===== config.mk =====
export PLATFORM = sky130hd
export DESIGN_NAME = npl_init_ctrl
export DESIGN_NICKNAME = d
export VERILOG_FILES = /design/src/verilog/npl_pkg.sv /design/src/verilog/npl_init_ctrl.sv /design/src/verilog/npl_byte_map.sv
export VERILOG_INCLUDE_DIRS = /design/src /design/src/verilog
export SDC_FILE = /design/constraint.sdc
export NUM_CORES = 1
export LEC_CHECK = 0
export ABC_AREA = 1
export BUFFER_PORTS_ARGS = -buffer_cell sky130_fd_sc_hd__buf_2
export CAP_MARGIN = 20
export CORE_ASPECT_RATIO = 0.5
export CORE_MARGIN = 2
export CORE_UTILIZATION = 55
export CTS_CLUSTER_SIZE = 12
export DETAILED_ROUTE_END_ITERATION = 7
export GPL_TIMING_DRIVEN = 0
export HOLD_SLACK_MARGIN = 0.15
export PLACE_DENSITY = 0.82
export SYNTH_ARGS = -nofsm -noshare
export SYNTH_HDL_FRONTEND = slang
export SYNTH_SLANG_ARGS = --single-unit

===== constraint.sdc =====
create_clock -name core_clk_in -period 2.91 [get_ports core_clk_in]
set_input_delay 0.291 -clock core_clk_in [delete_from_list [all_inputs] [get_ports core_clk_in]]
set_output_delay 0.291 -clock core_clk_in [all_outputs]
set_load 0.1 [all_outputs]

===== src/verilog/npl_defines.svh =====
// constants for the page layout and power-up initialization block
`ifndef NPL_DEFINES_SVH
`define NPL_DEFINES_SVH
`define NPL_MAIN_LAST 12'h7FF
`define NPL_BBM_FIRST 12'h800
`define NPL_BBM_LAST 12'h803
`define NPL_META2_LAST 12'h81F
`define NPL_META1_FIRST 12'h820
`define NPL_META1_LAST 12'h83F
`define NPL_PAR_FIRST 12'h840
`define NPL_PAR_LAST 12'h87F
`define NPL_SECTOR_BYTES 12'h200
`define NPL_PAR_GROUP 12'h010
`define NPL_META1_GROUP 12'h008
`define NPL_BAD_MARK 8'h00
`define NPL_ERASED 8'hFF
`define NPL_RESET_OP 8'hFF
`define NPL_GET_FEAT_OP 8'h0F
`define NPL_ECC_MAX_BITS 4'h8
`define NPL_TOTAL_BLOCKS 12'd2048
`define NPL_MIN_VALID_BLOCKS 12'd2008
`define NPL_CLK_MHZ 250
`define NPL_POR_NS 1250000
`define NPL_WI_WAIT_NS 250000
`define NPL_POR_CYCLES ((`NPL_POR_NS * `NPL_CLK_MHZ) / 1000)
`define NPL_WI_WAIT_CYCLES (((`NPL_WI_WAIT_NS * `NPL_CLK_MHZ) + 999) / 1000)
// own busy span; kept short of the power-on budget so the page load still lands inside it
`define NPL_INIT_NS 250000
`define NPL_INIT_CYCLES ((`NPL_INIT_NS * `NPL_CLK_MHZ) / 1000)
`endif


===== src/verilog/npl_pkg.sv =====
// types for the page layout and power-up initialization block
package npl_pkg;
   typedef enum logic [2:0]
   {
      NPL_REGION_MAIN = 3'h0,
      NPL_REGION_BBM = 3'h1,
      NPL_REGION_META2 = 3'h2,
      NPL_REGION_META1 = 3'h3,
      NPL_REGION_PARITY = 3'h4,
      NPL_REGION_NONE = 3'h5
   } npl_region_t;

   typedef struct packed
   {
      npl_region_t region;
      logic ecc_covered;
      logic host_writable;
      logic [1:0] sector;
      logic [11:0] parity_base;
   } npl_byte_info_t;

   typedef struct packed
   {
      logic valid;
      logic [7:0] opcode;
   } npl_cmd_t;

   typedef struct packed
   {
      logic busy_flag;
      logic init_done;
      logic cache_loaded;
      logic cmd_accepted;
      logic cmd_refused;
   } npl_status_t;
endpackage


===== src/verilog/npl_init_ctrl.sv =====
// power-up initialization, reset timing and page layout control
// =============================================
// Notes on behaviour
// - Spare bytes 800h to 803h hold bad-block data and are never ECC covered.
// - Parity sits in 840h to 87Fh, one 16-byte group per sector.
// - Each codeword is 512 main bytes, 8 meta bytes and 16 parity bytes, fixing up to 8 bits.
// - A factory-bad block holds 00h at byte 2048 of its first or second page.
// - At least 2008 of 2048 blocks stay usable and a bad block disturbs no other block.
// - The device starts initialization alone at the write-inhibit level and loads page 0.
// - Get-feature polling is accepted during initialization, else first access after 1.25 ms.
// - Status bit 0 is the busy flag, high during reset or power-up initialization.
`include "npl_defines.svh"
module npl_init_ctrl
(
   // clock and reset
   input wire logic core_clk_in,
   input wire logic sys_rst_in,
   // supply monitor and chip select pins
   input wire logic write_inhibit_level_in,
   input wire logic chip_sel_n_in,
   // decoded command from the serial front end
   input npl_pkg::npl_cmd_t cmd_in,
   // page byte access from the front end
   input wire logic [11:0] byte_addr_in,
   input wire logic byte_wr_in,
   input wire logic ecc_en_in,
   // array fetch handshake for the first page load
   output logic load_req_out,
   input wire logic load_done_in,
   // block marking lookup, one byte returned per block
   input wire logic [7:0] mark_byte_in,
   // status and layout answers
   output npl_pkg::npl_status_t status_out,
   output logic [7:0] status_reg_out,
   output npl_pkg::npl_byte_info_t byte_info_out,
   output logic wr_allowed_out,
   output logic block_bad_out,
   output logic [11:0] min_valid_blocks_out
);
   import npl_pkg::*;

   // busy span of init and reset; the page load follows it, so both fit the power-on budget
   localparam logic [23:0] INIT_CYC = 24'(`NPL_INIT_CYCLES);

   typedef enum logic [4:0]
   {
      NPL_ST_OFF = 5'b00001,
      NPL_ST_INIT = 5'b00010,
      NPL_ST_LOAD = 5'b00100,
      NPL_ST_READY = 5'b01000,
      NPL_ST_RESET = 5'b10000
   } npl_state_t;

   // =============================================
   // pin synchronisers
   logic [1:0] wi_sync;
   logic [1:0] cs_sync;
   logic [1:0] next_wi_sync;
   logic [1:0] next_cs_sync;

   always_comb
   begin
      next_wi_sync = {wi_sync[0], write_inhibit_level_in};
      next_cs_sync = {cs_sync[0], chip_sel_n_in};
   end

   always_ff @(posedge core_clk_in)
   begin
      if (sys_rst_in)
      begin
         wi_sync <= 2'h0;
         cs_sync <= 2'h3;
      end
      else
      begin
         wi_sync <= next_wi_sync;
         cs_sync <= next_cs_sync;
      end
   end

   wire logic supply_ok = wi_sync[1];
   wire logic selected = ~cs_sync[1];

   // =============================================
   // layout decode
   npl_byte_info_t info;

   npl_byte_map u_map
   (
      .addr_in(byte_addr_in),
      .info_out(info)
   );

   // =============================================
   // initialization sequencer
   npl_state_t state;
   npl_state_t next_state;
   logic [23:0] timer;
   logic [23:0] next_timer;
   logic loaded;
   logic next_loaded;
   logic accepted;
   logic next_accepted;
   logic refused;
   logic next_refused;

   wire logic is_reset_cmd = cmd_in.valid && (cmd_in.opcode == `NPL_RESET_OP);
   wire logic is_poll_cmd = cmd_in.valid && (cmd_in.opcode == `NPL_GET_FEAT_OP);

   always_comb
   begin
      next_state = state;
      next_timer = timer;
      next_loaded = loaded;
      next_accepted = 1'b0;
      next_refused = 1'b0;
      case (state)
         NPL_ST_OFF:
         begin
            next_timer = 24'h000000;
            next_loaded = 1'b0;
            if (supply_ok)
            begin
               next_state = NPL_ST_INIT;
            end
         end
         NPL_ST_INIT, NPL_ST_RESET:
         begin
            // polling is served while busy, all else refused
            if (is_poll_cmd)
            begin
               next_accepted = 1'b1;
            end
            else if (cmd_in.valid)
            begin
               next_refused = 1'b1;
            end
            if (timer < INIT_CYC - 24'h000001)
            begin
               next_timer = timer + 24'h000001;
            end
            else
            begin
               next_state = NPL_ST_LOAD;
            end
         end
         NPL_ST_LOAD:
         begin
            if (is_poll_cmd)
            begin
               next_accepted = 1'b1;
            end
            else if (cmd_in.valid)
            begin
               next_refused = 1'b1;
            end
            if (load_done_in)
            begin
               next_loaded = 1'b1;
               next_state = NPL_ST_READY;
            end
         end
         NPL_ST_READY:
         begin
            if (is_reset_cmd)
            begin
               next_timer = 24'h000000;
               next_loaded = 1'b0;
               next_state = NPL_ST_RESET;
            end
            if (cmd_in.valid)
            begin
               next_accepted = 1'b1;
            end
         end
         default:
         begin
            next_state = NPL_ST_OFF;
         end
      endcase
      // supply loss drops straight back to the off state
      if (!supply_ok)
      begin
         next_state = NPL_ST_OFF;
      end
   end

   always_ff @(posedge core_clk_in)
   begin
      if (sys_rst_in)
      begin
         state <= NPL_ST_OFF;
         timer <= 24'h000000;
         loaded <= 1'b0;
         accepted <= 1'b0;
         refused <= 1'b0;
      end
      else
      begin
         state <= next_state;
         timer <= next_timer;
         loaded <= next_loaded;
         accepted <= next_accepted;
         refused <= next_refused;
      end
   end

   // =============================================
   // layout and bad-block answers, registered
   npl_byte_info_t info_q;
   logic wr_ok;
   logic bad;
   logic next_wr_ok;
   logic next_bad;

   always_comb
   begin
      // parity bytes are locked while ECC runs; a deselected bus writes nothing
      next_wr_ok = byte_wr_in && selected && (state == NPL_ST_READY)
         && (info.host_writable || !ecc_en_in);
      next_bad = (mark_byte_in != `NPL_ERASED);
   end

   always_ff @(posedge core_clk_in)
   begin
      if (sys_rst_in)
      begin
         info_q <= '0;
         wr_ok <= 1'b0;
         bad <= 1'b0;
      end
      else
      begin
         info_q <= info;
         wr_ok <= next_wr_ok;
         bad <= next_bad;
      end
   end

   // =============================================
   // outputs
   wire logic busy = (state != NPL_ST_READY);

   assign load_req_out = (state == NPL_ST_LOAD);
   assign status_out = '{busy_flag: busy, init_done: (state == NPL_ST_READY),
      cache_loaded: loaded, cmd_accepted: accepted, cmd_refused: refused};
   assign status_reg_out = {7'h00, busy};
   assign byte_info_out = info_q;
   assign wr_allowed_out = wr_ok;
   assign block_bad_out = bad;
   assign min_valid_blocks_out = `NPL_MIN_VALID_BLOCKS;
endmodule


===== src/verilog/npl_byte_map.sv =====
// classifies one page byte address into its layout region
`include "npl_defines.svh"
module npl_byte_map
(
   // address to classify
   input wire logic [11:0] addr_in,
   // layout answer
   output npl_pkg::npl_byte_info_t info_out
);
   import npl_pkg::*;

   always_comb
   begin
      info_out = '0;
      info_out.region = NPL_REGION_NONE;
      if (addr_in <= `NPL_MAIN_LAST)
      begin
         info_out.region = NPL_REGION_MAIN;
         info_out.ecc_covered = 1'b1;
         info_out.host_writable = 1'b1;
         info_out.sector = addr_in[10:9];
      end
      else if (addr_in <= `NPL_BBM_LAST)
      begin
         // bad-block bytes stay outside every codeword
         info_out.region = NPL_REGION_BBM;
         info_out.host_writable = 1'b1;
      end
      else if (addr_in <= `NPL_META2_LAST)
      begin
         info_out.region = NPL_REGION_META2;
         info_out.host_writable = 1'b1;
         info_out.sector = addr_in[3:2];
      end
      else if (addr_in <= `NPL_META1_LAST)
      begin
         info_out.region = NPL_REGION_META1;
         info_out.ecc_covered = 1'b1;
         info_out.host_writable = 1'b1;
         info_out.sector = addr_in[4:3];
      end
      else if (addr_in <= `NPL_PAR_LAST)
      begin
         info_out.region = NPL_REGION_PARITY;
         info_out.ecc_covered = 1'b1;
         info_out.host_writable = 1'b0;
         info_out.sector = addr_in[5:4];
      end
      info_out.parity_base = `NPL_PAR_FIRST + {6'h00, info_out.sector, 4'h0};
   end
endmodule


==> flow_summary.toml, run 1 <==
[run]
max_cap_viol_count = 0

[setup_path]
crit_arrival_ns = 1.56
crit_fanout = 4
cp-end-kind = "output port"
start_kind = "flip-flop"
critPathBufInv = 1
worst_r2r_path_depth = 11
r2r-end = "timer[14]"
cp_top_family = "buffers and inverters"
crit_type = "reg2out"
r2r-start = "timer[0]"
worst-r2r-setup-slack_ns = 1.15
cp.required_ns = 2.62
slowest_stage = "buf_2"
crit_path_cell_trace = "nor2_4 > nand2_1 > nor3_2 > buf_2"
slowest_delay_ns = 0.48

[detailed_routing]
drtIter0Drc = 141
vias = 2506
via_per_inst = 4.78
wl_um = 5400
wire_per_inst_um = 10.3
route.detailed.drc = 0
first_pass_iters = 4
detail-route-antenna-nets = 0

[clock_tree]
cts_root_buf = "clkbuf_8"
postCtsSetupBuffers = 0
insertion_delay_ns = 0.30
htree_levels = 2
cts.sinks = 46
tritoncts = "done"
numCtsBuffers = 5
path_clk_slew_ns = 0.08
cts_resized = 0
ctsLongestPathBuffers = 2
ctsHoldBuffers = 0

[die]
core.rowCount = 17
die-area_mm2 = 0.00529
die_x_um = 101
fp.dieH_um = 52.5
ios = 83
coreArea_mm2 = 0.00447
initial_core_util_pct = 57.8

[sta]
fin_crit_ns = 1.85
fmax_ghz = 0.541
tightest_slew_ns = 0.541
hold_viol_final = 0
tns_ns = 0
fin_crit_sh_pct = 63.5
final_max_slew_viol_count = 0
max_slew_margin_pct = 64.0
finalWorstSetupSlack_ns = 1.06
setup_viol = 0
rsz0062_at_grt = "false"
skew_ns = 0.00592

[final_layout]
drive_above_1_share_pct = 24.8
diodes = 0
area_delta_synth_final_pct = 20.7
finish.utilization_pct = 69.8
nFillCells = 388
layout_commonest_cell = "nand2_1"
nNetsFinal = 503
final_area_mm2 = 0.00312
final_cell_mix = "86 x nand2_1, 63 x nor2_1, 53 x buf_2, 46 x dfxtp_1, 36 x buf_4"

[placed_design]
place_ws_ns = 1.19
io_buffers = 52
placed_area_mm2 = 0.00301
gp_congestion = 0.888
dp_hpwl_um = 4140

[min_path]
hold_depth = 2
hold_path.startpoint = "chip_sel_n_in"
min_to = "cs_sync[0]"
hp-class = "in2reg"

[pwr]
p_per_area_mw_per_mm2 = 471
p_switching_w = 0.000504
sw_frac_of_total_pct = 34.3
ir_drop_uv = 344
total_power_w = 0.00147
pwr-share-seq_pct = 43.8
p_comb_share_pct = 23.8
internal_power_w = 0.000965
power_leakage_nw = 1.47
clkPwrFrac_pct = 32.4

[global_routing]
overflow = 0
grt.total_usage_pct = 21.3
antenna_found_initial = 0
grt_max_degree = 15
grt_pass1_vias = 2046
grt_pass1_wl_um = 8840

[synthesis]
syn_inst = 382
synth-seq-cells = 46
netlist_top_cells_area = "dfxtp_1 36%, nand2_1 13%, buf_4 10%"
syn-cell-area_mm2 = 0.00258
synth-warning-count = 0
yosys.area.top_type = "dfxtp_1"
synth.top_cell.area_share_pct = 35.7
synth_area_per_cell_um2 = 6.76
ys_types = 33
seq_area_frac_synth_pct = 35.7

[outcome]
outcome = "complete, no violations"
==> power by group through the flow <==
stage | Sequential (W) | Combinational, W | Clock [W]
after floorplan | 0.000712 | 0.000249 | 0
after global placement | 0.000658 | 0.000348 | 0
after detailed placement | 0.000658 | 0.000349 | 0
after CTS | 0.000644 | 0.000349 | 0.000480
after global routing | 0.000645 | 0.000366 | 0.000503
final | 0.000644 | 0.000350 | 0.000475
==> through the flow <==
stage	std cells	hold WS (ns)
global placement	516	0.392
CTS	524	0.162
floorplan	407	0.380
global route	524	0.159
detailed placement	516	0.400
finish	524	0.166
==> routing by layer <==
| metal | GRT usage, % | vias up | part of all wire (%) |
|---|---|---|---|
| li1 | - | 1326 | - |
| met4 | 6.53 | 0 | 0.78 |
| met3 | 5.47 | 5 | 9.3 |
| met2 | 34.2 | 103 | 42 |
| met1 | 28.5 | 1072 | 48 |
| met5 | 0 | - | 0 |
==> synthesized netlist by cell type <==
library cell and number:
nand4_1 11, o21ai_0 6, buf_2 1, buf_6 2, a41oi_1 1, clkbuf_2 1, inv_1 30, nand2_2 3
nand3b_1 1, buf_4 36, a31oi_1 1, conb_1 2, nand2_1 86, nor2_4 2, dfxtp_1 46, clkbuf_1 4
ha_1 1, inv_2 2, buf_8 1, or2_2 3, o211ai_1 1, clkinv_1 1, nor3_1 5, nand3_1 34
nand2_4 2, nor2_2 2, nor3_2 1, xor2_1 3, a21oi_1 25, o22ai_1 1, nand4_2 1, nor2_1 63
xnor2_1 3
==> flip-flops by register name (all words and copies together), names as in the netlist <==
register and count:
byte_info_out 8, timer 24, block_bad_out 1, accepted 1, wi_sync 2, cs_sync 2
loaded 1, refused 1, state 5, wr_allowed_out 1
==> how the worst max path moves through the flow <==
stage | startpoint | end | slack, ns | cells after the start
floorplan | state[1] | state[4] | 0.51 | 8
global placement | timer[0] | timer[1] | 1.21 | 12
detailed placement | timer[0] | timer[7] | 1.19 | 11
CTS | state[1] | load_req_out | 1.05 | 4
global route | timer[0] | timer[3] | 0.97 | 12
finish | state[1] | load_req_out | 1.06 | 4
==> cell type report <==
cell class	instances	area, um2	area share, %
Tap cell	57	71.3	2.29
Multi-Input combinational cell	283	1300	41.7
Timing Repair Buffer	52	260	8.35
Inverter	33	124	3.97
Sequential cell	46	921	29.5
Clock inverter	2	37.5	1.20
Buffer	45	333	10.7
Clock buffer	6	72.6	2.33
==> cell families after synthesis <==
logic type	share of synthesized area (%)
flops	35.7
fa+ha+maj	0.484
buf+inv	17.7
compound gates	7.12
simple gates	36.7
other cells	0.291
xor+xnor	2.04
Note: power is estimated with default switching activity, not from simulation.
==> inputs of run 2 (changes only) <==
Settings changed: ABC_AREA 1 to 0, CORE_UTILIZATION 55 to 45, PLACE_DENSITY 0.82 to 0.73.
Clock period 2.91 ns to 1.5 ns, I/O delays scaled along.
==> run 2 against run 1 <==
The run now ends with negative setup slack left. Hold slack lost 0.0059 ns. Wire length increased by 22%. Synthesized cell count decreased by 28%. Synthesized area fell by 9.0%. First-iteration DRC count fell by 45%. Cell count down 13%. Non-clock buffer count increased by 27. Clock power up 140%. Core utilization is 1.6 points higher. Clock skew rose by 0.0014 ns. Global-route usage is 1.2 points higher. Largest power group unchanged. Highest routed layer unchanged.
==> flow_summary.toml, run 2 <==
[synthesis]
syn_inst = 274
syn-cell-area_mm2 = 0.00235
synth-seq-cells = 46
synth-simple-area-share_pct = 26.5
synth_xor_area_share_pct = 0.745
synthTopCellsByCount = "46 x dfxtp_1, 35 x buf_4, 21 x a21oi_1, 18 x or4_1, 16 x nand2_1"
postSynth.asyncResetShare_pct = 0
synth_top_family_by_area = "simple AND/OR/NAND/NOR gates"
netlist_top_cells_area = "dfxtp_1 39%, buf_4 11%, or4_1 5.7%"
synth.top_cell.area_share_pct = 39.2
synth_fa_ha_area_share_pct = 0.532
synth_area_per_cell_um2 = 8.58
yosys.cell_count.top_type = "dfxtp_1"
synth_compound_area_share_pct = 18.4
synthFlopType = "dfxtp_1"
synth_mux_area_share_pct = 0.426
yosys.area.top_type = "dfxtp_1"
ys_types = 46
seq_area_frac_synth_pct = 39.2
synth_edf_count = 0
synth-warning-count = 0

[sta]
setup_viol = 30
finalWorstSetupSlack_ns = -0.729
hold_viol_final = 0
final_max_slew_viol_count = 0
skew_ns = 0.00737
fin_crit_sh_pct = 149
fmax_ghz = 0.449
fin_crit_ns = 2.23
max_slew_margin_pct = 65.3
tightest_slew_ns = 0.516
rsz0062_at_grt = "true"
tns_ns = -15.87

[pwr]
internal_power_w = 0.00210
pwr-share-seq_pct = 40.7
sw_frac_of_total_pct = 31.3
clkPwrFrac_pct = 37.2
power_leakage_nw = 1.46
p_switching_w = 0.000956
p_per_area_mw_per_mm2 = 860
ir_drop_uv = 582
p_comb_share_pct = 22.1

[setup_path]
crit_arrival_ns = 2.47
cp.required_ns = 1.74
start_kind = "flip-flop"
cp-end-kind = "flip-flop"
cp_top_family = "simple AND/OR/NAND/NOR gates"
crit_path_cell_trace = "ha_4 > or4_4 > a211oi_4 > o22ai_4 > buf_4 > or4_1 > a21oi_1"
slowest_delay_ns = 0.48
worst-r2r-setup-slack_ns = -0.73
critPathBufInv = 1
slowest_stage = "or4_1"
crit_fanout = 6
crit_type = "reg2reg"
r2r-start = "timer[1]"
r2r-end = "timer[11]"
worst_r2r_path_depth = 7

[final_layout]
largest_reg_flops = 24
drive_above_1_share_pct = 44.0
nFillCells = 347
layout_commonest_cell = "buf_2"
area_delta_synth_final_pct = 51.3
final_cell_mix = "49 x buf_2, 43 x buf_4, 35 x dfxtp_1, 27 x conb_1, 17 x a21oi_1"
fin_cells = 454
diodes = 0
top_register = "timer"
nNetsFinal = 420
final_area_mm2 = 0.00356

[clock_tree]
tritoncts = "done"
insertion_delay_ns = 0.31
path_clk_slew_ns = 0.09
htree_levels = 2
numCtsBuffers = 5
cts.sinks = 46
cts_root_buf = "clkbuf_8"
ctsLongestPathBuffers = 2

[detailed_routing]
wire_per_inst_um = 14.5
route.detailed.drc = 0
first_pass_iters = 4
detail-route-antenna-nets = 0
via_per_inst = 5.29
wl_um = 6590
vias = 2403
drtIter0Drc = 78

[global_routing]
grt.total_usage_pct = 22.5
grt_pass1_wl_um = 10300
grt_pass1_vias = 2230
grt_max_degree = 15
overflow = 0
antenna_found_initial = 0

[die]
coreArea_mm2 = 0.00498
initial_core_util_pct = 47.2
die-area_mm2 = 0.00585
core.rowCount = 18
die_x_um = 106
ios = 83
fp.dieH_um = 55.1

[placed_design]
placed_area_mm2 = 0.00289
io_buffers = 53
dp_hpwl_um = 4160
gp_congestion = 0.841
dpl.cell_count = 422

[run]
max_cap_viol_count = 0

[min_path]
hold_depth = 3
hold_path.startpoint = "byte_addr_in[8]"
min_to = "byte_info_out[16]"
hp-class = "in2reg"

[outcome]
outcome = "complete, but fails checks"
failed_checks = "negative setup slack"
-- run 2: stage by stage --
| step | util (%) | total power, W | worst slack, ns | hold WS, ns |
|---|---|---|---|---|
| 6_report | 71.4 | 0.00306 | -0.729 | 0.160 |
| 5_1_grt | 71.4 | 0.00315 | -0.789 | 0.160 |
| 3_5_place_dp | 58.1 | 0.00190 | -0.959 | 0.341 |
| 3_3_place_gp | 58.1 | 0.00190 | -0.869 | 0.338 |
| 2_1_floorplan | - | 0.00181 | -0.734 | 0.222 |
| 4_1_cts | 69.1 | 0.00306 | -0.687 | 0.153 |
-- run 2: worst min-delay path, delay by kind of cell --
| family | cells | cell delay, ns |
|---|---|---|
| AOI/OAI and AO/OA | 1 | 0.12 |
| buffers and inverters | 1 | 0.09 |
| and+or+nand+nor | 1 | 0.06 |
-- run 2: worst max path at each step --
stage	startpoint	endpoint	slack, ns	depth (start not counted)
after floorplan	state[0]	timer[3]	-0.73	7
after global routing	timer[1]	timer[11]	-0.79	7
after CTS	timer[0]	timer[3]	-0.69	7
after global placement	timer[0]	timer[3]	-0.87	8
final	timer[1]	timer[11]	-0.73	7
after detailed placement	timer[0]	timer[3]	-0.96	8
-- run 2: per-layer routing --
metal	GRT usage [%]	part of all wire [%]	routed length [um]	up-vias
met5	0	0	0	-
met4	8.33	1.6	104	0
met3	4.45	6.0	397	12
met2	40.8	50	3320	100
met1	27.7	42	2770	1117
li1	-	-	-	1174
-- run 2: layout make-up --
cell class | count | area (um2) | area share (%)
buffer | 47 | 377 | 10.6
clock buffer | 6 | 82.6 | 2.32
clock inverter | 2 | 60.1 | 1.69
inverter | 3 | 15.0 | 0.422
multi-input combinational | 203 | 1460 | 41.0
sequential | 46 | 940 | 26.4
tap | 70 | 87.6 | 2.46
timing repair buffer | 77 | 536 | 15.1
-- run 2: power by group through the flow --
stage | Sequential, W | Clock [W] | Combinational [W]
2_1_floorplan | 0.00136 | 0 | 0.000450
3_3_place_gp | 0.00127 | 0 | 0.000623
3_5_place_dp | 0.00127 | 0 | 0.000626
4_1_cts | 0.00124 | 0.00115 | 0.000664
5_1_grt | 0.00125 | 0.00120 | 0.000702
6_report | 0.00124 | 0.00114 | 0.000676
-- run 2: timing repair --
item                       CTS  global route
pin swaps                   17             9
setup endpoints to repair   32            34
hold buffers                13             0
hold endpoints to repair    11             0
cloned                       1             0
gates resized for setup     50            22
buffers inserted             7             3
-- run 2: kinds of logic (layout without fill, tap and decap cells) --
kind of cell	Yosys count	count (layout)
multiplexers	1	1
buffers and inverters	50	135
AO/OA/AOI/OAI	65	65
other	2	27
XOR/XNOR	2	2
AND/OR/NAND/NOR	107	107
adder cells (fa/ha/maj)	1	1
flip-flops	46	46
